<file path="config.mk">
export PLATFORM = sky130hd
export DESIGN_NAME = dmd_divider_chain
export DESIGN_NICKNAME = d
export VERILOG_FILES = /design/src/rtl/dmd_pkg.sv /design/src/rtl/dmd_reload_cnt.sv /design/src/rtl/dmd_divider_chain.sv
export SDC_FILE = /design/constraint.sdc
export NUM_CORES = 1
export LEC_CHECK = 0
export ABC_AREA = 1
export BUFFER_PORTS_ARGS = -buffer_cell sky130_fd_sc_hd__buf_2
export CORE_MARGIN = 2
export CORE_UTILIZATION = 50
export DETAILED_ROUTE_END_ITERATION = 16
export HOLD_SLACK_MARGIN = 0.03
export PLACE_DENSITY = 0.74
export SLEW_MARGIN = 20
export SYNTH_ARGS = -nofsm -noshare
export SYNTH_HDL_FRONTEND = slang
export SYNTH_SLANG_ARGS = --single-unit
</file>
<file path="constraint.sdc">
create_clock -name sys_clk_i -period 4.15 [get_ports sys_clk_i]
set_input_delay 0 -clock sys_clk_i [delete_from_list [all_inputs] [get_ports sys_clk_i]]
set_output_delay 0 -clock sys_clk_i [all_outputs]
set_load 0.005 [all_outputs]
</file>
<file path="src/rtl/dmd_pkg.sv">
// Constants for the dual-modulus divider chain: register offsets,
// programming word layout, reset values and prescaler terminals.
// Assumes a single 100 MHz system clock.

package dmd_pkg;

   // ****************************************************************
   // Register map
   // ****************************************************************
   localparam int DMD_ADDR_W = 4;
   localparam int DMD_DATA_W = 32;
   localparam logic [3:0] DMD_OFS_PROG = 4'h0;
   localparam logic [3:0] DMD_OFS_EFF = 4'h4;
   localparam logic [3:0] DMD_OFS_STAT = 4'h8;

   // ****************************************************************
   // Programming word layout
   // ****************************************************************
   localparam int DMD_PROG_W = 20;
   localparam logic [19:0] DMD_PROG_RST = 20'h0_0000;
   localparam int DMD_A_LSB = 0;
   localparam int DMD_A_MSB = 3;
   localparam int DMD_R_LO_LSB = 4;
   localparam int DMD_R_LO_MSB = 7;
   localparam int DMD_M_LO_LSB = 8;
   localparam int DMD_M_LO_MSB = 14;
   localparam int DMD_PRE_BYP_BIT = 15;
   localparam int DMD_M_HI_LSB = 16;
   localparam int DMD_M_HI_MSB = 17;
   localparam int DMD_R_HI_LSB = 18;
   localparam int DMD_R_HI_MSB = 19;

   // ****************************************************************
   // Counter widths and prescaler terminals
   // ****************************************************************
   localparam int DMD_M_W = 9;
   localparam int DMD_R_W = 6;
   localparam int DMD_A_W = 4;
   localparam int DMD_PSC_W = 4;
   localparam logic [3:0] DMD_PSC_TERM_TEN = 4'h9;
   localparam logic [3:0] DMD_PSC_TERM_ELEVEN = 4'hA;
   localparam logic [3:0] DMD_PSC_RST = 4'h0;
   localparam logic [15:0] DMD_PSC_BASE = 16'h000A;

   // ****************************************************************
   // Status word layout
   // ****************************************************************
   localparam int DMD_ST_UP = 0;
   localparam int DMD_ST_DN = 1;
   localparam int DMD_ST_FP = 2;
   localparam int DMD_ST_FC = 3;
   localparam int DMD_ST_MSEL = 4;
   localparam int DMD_ST_PDN = 5;
   localparam int DMD_ST_DIR = 6;
   localparam int DMD_ST_A_LSB = 8;
   localparam int DMD_ST_M_LSB = 16;

   typedef enum logic [1:0] {PFD_IDLE, PFD_UP, PFD_DN} dmd_pfd_t;

endpackage

</file>
<file path="src/rtl/dmd_reload_cnt.sv">
// Down counter that reloads its programmed value at zero.
// Assumes tick_i is a one-cycle enable in the system clock domain.
`timescale 1ns/10ps
`default_nettype none

module dmd_reload_cnt #(
   parameter int W = 9
) (
   input wire logic sys_clk_i,
   input wire logic rst_n_i,
   input wire logic tick_i,
   input wire logic [W-1:0] load_i,
   output logic [W-1:0] cnt_o,
   output logic wrap_o
);

   logic [W-1:0] cnt_q;
   logic [W-1:0] cnt_d;

   // ****************************************************************
   // Count down, reload at terminal count
   // ****************************************************************
   always_comb
   begin
      cnt_d = cnt_q;
      wrap_o = 1'b0;
      if (tick_i)
      begin
         if (cnt_q == '0)
         begin
            cnt_d = load_i;
            wrap_o = 1'b1;
         end
         else
         begin
            cnt_d = cnt_q - 1'b1;
         end
      end
   end

   always_ff @(posedge sys_clk_i or negedge rst_n_i)
   begin
      if (!rst_n_i)
         cnt_q <= '0;
      else
         cnt_q <= cnt_d;
   end

   assign cnt_o = cnt_q;

endmodule

`default_nettype wire

</file>
<file path="src/rtl/dmd_divider_chain.sv">
// Integer-N divider chain: 10/11 prescaler, swallow and main counters,
// reference counter and phase-frequency detector, with a register port.
// Assumes RF and reference edges arrive as one-cycle pulses on sys_clk_i.
//
// Local design decisions: the plain strobed port and the register offsets.
`timescale 1ns/10ps
`default_nettype none

module dmd_divider_chain (
   input wire logic sys_clk_i,
   input wire logic rst_n_i,
   input wire logic rf_pulse_i,
   input wire logic ref_pulse_i,
   input wire logic dir_mode_i,
   input wire logic dir_pre_byp_i,
   input wire logic [6:0] dir_main_i,
   input wire logic [3:0] dir_ref_i,
   input wire logic [3:0] dir_swallow_i,
   input wire logic [dmd_pkg::DMD_ADDR_W-1:0] addr_i,
   input wire logic [dmd_pkg::DMD_DATA_W-1:0] wdata_i,
   input wire logic wr_i,
   input wire logic rd_i,
   output logic [dmd_pkg::DMD_DATA_W-1:0] rdata_o,
   output logic fp_o,
   output logic fc_o,
   output logic pd_up_o,
   output logic pd_dn_o,
   output logic msel_o,
   output logic pre_pwr_dn_o
);
   import dmd_pkg::*;

   // ****************************************************************
   // Programming register and effective word
   // ****************************************************************
   logic [DMD_PROG_W-1:0] prog_q;
   logic [DMD_PROG_W-1:0] prog_d;
   logic [DMD_PROG_W-1:0] eff_word;
   logic [DMD_M_W-1:0] eff_main;
   logic [DMD_R_W-1:0] eff_ref;
   logic [DMD_A_W-1:0] eff_swallow;
   logic eff_byp;

   always_comb
   begin
      prog_d = prog_q;
      if (wr_i && (addr_i == DMD_OFS_PROG))
         prog_d = wdata_i[DMD_PROG_W-1:0];
   end

   always_ff @(posedge sys_clk_i or negedge rst_n_i)
   begin
      if (!rst_n_i)
         prog_q <= DMD_PROG_RST;
      else
         prog_q <= prog_d;
   end

   // Direct mode takes the pins, upper bits forced low
   always_comb
   begin
      if (dir_mode_i)
      begin
         eff_word = '0;
         eff_word[DMD_A_MSB:DMD_A_LSB] = dir_swallow_i;
         eff_word[DMD_R_LO_MSB:DMD_R_LO_LSB] = dir_ref_i;
         eff_word[DMD_M_LO_MSB:DMD_M_LO_LSB] = dir_main_i;
         eff_word[DMD_PRE_BYP_BIT] = dir_pre_byp_i;
      end
      else
      begin
         eff_word = prog_q;
      end
   end

   assign eff_swallow = eff_word[DMD_A_MSB:DMD_A_LSB];
   assign eff_ref = {eff_word[DMD_R_HI_MSB:DMD_R_HI_LSB], eff_word[DMD_R_LO_MSB:DMD_R_LO_LSB]};
   assign eff_main = {eff_word[DMD_M_HI_MSB:DMD_M_HI_LSB], eff_word[DMD_M_LO_MSB:DMD_M_LO_LSB]};
   assign eff_byp = eff_word[DMD_PRE_BYP_BIT];

   // ****************************************************************
   // Prescaler and swallow counter
   // ****************************************************************
   logic [DMD_PSC_W-1:0] psc_q;
   logic [DMD_PSC_W-1:0] psc_d;
   logic [DMD_A_W-1:0] swl_q;
   logic [DMD_A_W-1:0] swl_d;
   logic msel;
   logic pre_tick;
   logic m_wrap;
   logic r_wrap;
   logic [DMD_M_W-1:0] m_cnt;
   logic [DMD_R_W-1:0] r_cnt;
   logic [DMD_PSC_W-1:0] psc_term;
   assign msel = (swl_q != '0);
   assign psc_term = msel ? DMD_PSC_TERM_ELEVEN : DMD_PSC_TERM_TEN;

   always_comb
   begin
      psc_d = psc_q;
      pre_tick = 1'b0;
      if (eff_byp)
      begin
         psc_d = DMD_PSC_RST;
         pre_tick = rf_pulse_i;
      end
      else if (rf_pulse_i)
      begin
         if (psc_q >= psc_term)
         begin
            psc_d = DMD_PSC_RST;
            pre_tick = 1'b1;
         end
         else
         begin
            psc_d = psc_q + 1'b1;
         end
      end
   end

   always_comb
   begin
      swl_d = swl_q;
      if (m_wrap)
         swl_d = eff_swallow;
      else if (pre_tick && msel)
         swl_d = swl_q - 1'b1;
   end

   always_ff @(posedge sys_clk_i or negedge rst_n_i)
   begin
      if (!rst_n_i)
      begin
         psc_q <= DMD_PSC_RST;
         swl_q <= '0;
      end
      else
      begin
         psc_q <= psc_d;
         swl_q <= swl_d;
      end
   end

   // ****************************************************************
   // Main and reference counters
   // ****************************************************************
   dmd_reload_cnt #(.W(DMD_M_W)) u_main_cnt (
      .sys_clk_i(sys_clk_i),
      .rst_n_i(rst_n_i),
      .tick_i(pre_tick),
      .load_i(eff_main),
      .cnt_o(m_cnt),
      .wrap_o(m_wrap)
   );

   dmd_reload_cnt #(.W(DMD_R_W)) u_ref_cnt (
      .sys_clk_i(sys_clk_i),
      .rst_n_i(rst_n_i),
      .tick_i(ref_pulse_i),
      .load_i(eff_ref),
      .cnt_o(r_cnt),
      .wrap_o(r_wrap)
   );

   // ****************************************************************
   // Phase-frequency detector
   // ****************************************************************
   dmd_pfd_t pfd_q;
   dmd_pfd_t pfd_d;

   always_comb
   begin
      pfd_d = pfd_q;
      case (pfd_q)
         PFD_IDLE:
            if (fc_o && !fp_o)
               pfd_d = PFD_UP;
            else if (fp_o && !fc_o)
               pfd_d = PFD_DN;
         PFD_UP:
            if (fp_o)
               pfd_d = PFD_IDLE;
         PFD_DN:
            if (fc_o)
               pfd_d = PFD_IDLE;
         default:
            pfd_d = PFD_IDLE;
      endcase
   end

   // ****************************************************************
   // Registered outputs and read port
   // ****************************************************************
   logic [DMD_DATA_W-1:0] rdata_d;
   logic [DMD_DATA_W-1:0] status;

   always_comb
   begin
      status = '0;
      status[DMD_ST_UP] = pd_up_o;
      status[DMD_ST_DN] = pd_dn_o;
      status[DMD_ST_FP] = fp_o;
      status[DMD_ST_FC] = fc_o;
      status[DMD_ST_MSEL] = msel_o;
      status[DMD_ST_PDN] = pre_pwr_dn_o;
      status[DMD_ST_DIR] = dir_mode_i;
      status[DMD_ST_A_LSB +: DMD_A_W] = swl_q;
      status[DMD_ST_M_LSB +: DMD_M_W] = m_cnt;
   end

   always_comb
   begin
      rdata_d = '0;
      if (rd_i)
      begin
         if (addr_i == DMD_OFS_PROG)
            rdata_d = {12'h000, prog_q};
         else if (addr_i == DMD_OFS_EFF)
            rdata_d = {12'h000, eff_word};
         else if (addr_i == DMD_OFS_STAT)
            rdata_d = status;
      end
   end

   always_ff @(posedge sys_clk_i or negedge rst_n_i)
   begin
      if (!rst_n_i)
      begin
         pfd_q <= PFD_IDLE;
         rdata_o <= '0;
         fp_o <= 1'b0;
         fc_o <= 1'b0;
         pd_up_o <= 1'b0;
         pd_dn_o <= 1'b0;
         msel_o <= 1'b0;
         pre_pwr_dn_o <= 1'b0;
      end
      else
      begin
         pfd_q <= pfd_d;
         rdata_o <= rdata_d;
         fp_o <= m_wrap;
         fc_o <= r_wrap;
         pd_up_o <= (pfd_d == PFD_UP);
         pd_dn_o <= (pfd_d == PFD_DN);
         msel_o <= msel;
         pre_pwr_dn_o <= eff_byp;
      end
   end

   // ****************************************************************
   // Checks
   // ****************************************************************
   logic [15:0] rf_cnt_q;
   logic [1:0] settle_q;
   logic [DMD_PROG_W-1:0] eff_prev_q;
   logic [15:0] expect_div;

   assign expect_div = ({7'h00, eff_main} + 16'h0001) * DMD_PSC_BASE + {12'h000, eff_swallow};

   always_ff @(posedge sys_clk_i or negedge rst_n_i)
   begin
      if (!rst_n_i)
      begin
         rf_cnt_q <= '0;
         settle_q <= '0;
         eff_prev_q <= DMD_PROG_RST;
      end
      else
      begin
         eff_prev_q <= eff_word;
         if (m_wrap)
            rf_cnt_q <= '0;
         else if (rf_pulse_i)
            rf_cnt_q <= rf_cnt_q + 16'h0001;
         if (eff_word != eff_prev_q)
            settle_q <= '0;
         else if (m_wrap && (settle_q != 2'h3))
            settle_q <= settle_q + 2'h1;
      end
   end
endmodule

`default_nettype wire

</file>
==> results summary <==
The synthesized area per cell is 9.14 um^2. The via density per instance came out at 5.24. The die is 92.0 um wide.

The first-pass iteration count of the detailed router came out at 5. The flip-flop and latch count after synthesis is 76. The first global-routing pass estimated approximately 15 mm of wire. The number of port buffers came out at 77.

Counting flops with a built-in enable in the synthesized netlist gives 0. The CTS tree is yes. Yosys mapped the design onto 36 distinct sky130hd cell types. The top-level port count came out at 97. The fraction of registers with async set or reset after synthesis is 100%. The overall die height is a little over 90 um. Along the worst path, the maximum fanout reaches 15. The hold violation count in the final report is 0. The start-to-end type of the worst setup path is register to register. The headroom to the max-slew limit is 37.5%.

The core region is 0.00761 mm^2. The cell area power density came out at 497 mW/mm^2. STA classifies the critical path endpoint as a register. The fmax is 480 MHz. The largest buffer count on any clock path is 2. The cell sitting at the root of the clock tree is a clkbuf_8. The count of final max-slew check failures is 0.

The remaining antenna violation count came out at 0. The utilization after layout came out at slightly above 60%. Global routing used 23.2% of the available tracks.

The flow ran to the end, and the final reports show no timing, DRC or antenna violations. The sequential area share after synthesis came out at 49.1%. The count of maximum capacitance violations is 0.

The congestion estimate from routability-driven global placement came to approximately 0.87. Global routing finished with a remaining overflow of 0. In this run the core area contains 32 standard-cell rows. The total via count after detailed routing is 3314.

After detailed routing, the number of remaining DRC violations is 0. The placed wire-length estimate came out at 6.32 mm. The fraction of the cycle the final worst path needs came out at 50.2%. The cell leakage power is 2.48 nW. The number of diodes is 0. The post-synth design cell area came out at 0.00387 mm^2. The number of antenna violations at the first check in global routing is 0. Setup repair after global routing left no endpoint under its margin. The via count of the first global-routing pass came to 3249. During synthesis, Yosys emitted a total of 0 warnings.

STA classifies the critical path startpoint as a register. The min-delay analysis places its worst path in the category input port to register. The synthesis-to-finish area growth is 22.4%. Global routing consumed, on the met1 layer, 28.8% of the routing resources. In the global route stage, met2 resource usage came out at 40.1%. The clock edge transition at the registers on the reported setup and hold paths is 0.07 ns.

The largest vdd supply drop is approximately 0.29 mV. The final net count is about 590. The clock period could shrink to 2.08 ns. Setup violations remaining at the end of the flow were counted as 0.

The detailed router finished its first iteration with 201 violations. The routed length per instance is 14.6 um. The clock sink count came out at between 70 and 80. The filler cell count came out at roughly 630. The aggregate routed wire length is a little over 9 mm.

The post-route netlist has a little under a quarter of its cells at a drive strength greater than 1. The required time reported for the critical path endpoint came out at 4.38 ns. The met3 track utilization from global routing came out at 4.11%.

The largest net degree at the start of global routing came out at 77. The starting density of the core is 50.9%. In this run the biggest area consumer among cell types represents 49.1% of the synthesized area. The maximum level of the CTS H-tree came out at 3.

In the synthesized netlist, the number of instances is 424. Among all flip-flop cells after synthesis, the most frequent one is dfrtp_1. For the worst setup path, the data arrival time is 2.32 ns. After synthesis, the cell types taking the most area are dfrtp_1 49%, nand2_1 10%, mux2_4 7.8%. The post-route setup TNS is 0 ns. The clock reaches the later pin of the worst-skew pair after 0.35 ns.

The layer carrying the most global-route usage is met2. The quantity of gates resized following cts came out at 0. The TritonCTS buffer count is 9. Of all cell types, the one taking the most synthesized area is dfrtp_1. The total die area came out at 0.00847 mm^2. The setup clock skew after layout is 0.00888 ns. The worst-margin pin slew is ~0.94 ns.
==> critical path, stage by stage (launching register included) <==
cell	delay [ns]
dfrtp_1	0.37
inv_1	0.08
ha_1	0.25
nand2_1	0.17
inv_1	0.06
ha_1	0.26
nand2_1	0.05
nand2_1	0.05
nand2_1	0.07
nand2_4	0.11
nand2_4	0.08
inv_2	0.21
nand2_1	0.08
nand2_1	0.06
nand3_1	0.07
==> path summary, 6_finish.rpt <==
check                         startpoint             endpoint  slack [ns]  cells after the start
max                             swl_q[0]  u_main_cnt.cnt_o[5]        2.07                     14
min                        dir_main_i[3]  u_main_cnt.cnt_o[3]        0.04                      5
max reg2reg                     swl_q[0]  u_main_cnt.cnt_o[5]        2.07                     14
min reg2reg                     swl_q[1]             swl_q[1]        0.50                      2
max in group asynchronous        rst_n_i         pre_pwr_dn_o        3.20                      2
min in group asynchronous        rst_n_i             psc_q[2]        0.32                      2
==> metrics by stage <==
step	instance area (um^2)	power (mW)	std cells	hold slack [ns]	setup slack (ns)
global route	4740	2.53	632	0.0711	1.87
floorplan	3900	1.60	430	-0.296	2.33
CTS	4740	2.36	632	0.0386	2.07
finish	4740	2.36	632	0.0367	2.07
detailed placement	4270	1.80	589	0.211	2.08
global placement	4270	1.77	589	0.209	2.12
==> flip-flops by register name (all words and copies together) (netlist names) <==
| name | cells |
|---|---|
| pfd_q | 2 |
| fc_o | 1 |
| fp_o | 1 |
| pre_pwr_dn_o | 1 |
| rdata_o | 25 |
| pd_dn_o | 1 |
| u_ref_cnt.cnt_o | 6 |
| prog_q | 20 |
| msel_o | 1 |
| psc_q | 4 |
| pd_up_o | 1 |
| swl_q | 4 |
| u_main_cnt.cnt_o | 9 |
==> logic make-up (layout without fill, tap and decap cells) <==
kind of cell,Yosys count,after routing,synth area share [%]
flip-flops,76,76,49.1
AND/OR/NAND/NOR,180,180,20.5
XOR/XNOR,9,9,2.03
buffers and inverters,62,162,7.82
other,1,7,0.0968
AO/OA/AOI/OAI,64,64,9.21
multiplexers,26,26,9.30
adder cells (fa/ha/maj),6,6,1.94
==> layout by cell type (no fill, tap or decap), types with 5 or more instances in the layout <==
| cell | count |
|---|---|
| inv_1 | 34 |
| o21ai_1 | 6 |
| nor2_1 | 26 |
| a21oi_1 | 27 |
| buf_2 | 76 |
| nand4_1 | 14 |
| inv_2 | 5 |
| dfrtp_1 | 76 |
| o21ai_0 | 15 |
| clkbuf_8 | 13 |
| ha_1 | 6 |
| conb_1 | 7 |
| nor3_1 | 11 |
| o21a_1 | 6 |
| nand2_1 | 107 |
| mux2_4 | 20 |
| xor2_1 | 7 |
| dlygate4sd3_1 | 28 |
| mux2i_1 | 6 |
| nand3_1 | 14 |
==> synthesized netlist by cell type, types with 2 or more instances <==
library cell,count
nand2_1,107
ha_1,6
nand4_1,14
a21oi_1,27
xnor2_1,2
o22ai_1,4
inv_2,5
buf_6,4
o21ai_0,15
nor2_1,26
buf_4,8
xor2_1,7
mux2i_1,6
o21a_1,6
nand2_4,2
inv_1,34
buf_2,8
dfrtp_1,76
o21ai_1,6
nor3_1,11
o22a_1,2
mux2_4,20
nand3_1,14
clkbuf_1,2
==> timing repair <==
action	4_1_cts	5_1_grt
hold buffers	28	0
setup buffers	0	0
hold endpoints to repair	106	0
==> final cells by class <==
cell class	instances	area (um^2)	share of cell area, %
Multi-Input combinational cell	292	1690	35.7
Clock inverter	1	5.00	0.106
Tap cell	102	128	2.69
Sequential cell	76	1900	40.1
Inverter	40	150	3.17
Clock buffer	14	183	3.85
Timing Repair Buffer	107	683	14.4
==> layer usage <==
layer,share of wire (%),vias up,wire length (um)
li1,-,1578,-
met4,1.8,0,167
met1,43,1620,3960
met5,0,-,0
met3,4.1,18,380
met2,51,98,4730
==> power breakdown <==
part	switching, mW	leakage, nW	internal, mW
sequential	0.129	0.982	0.911
clock	0.261	0.0986	0.279
combinational	0.447	1.40	0.331
Note: power is estimated with default switching activity, not from simulation.
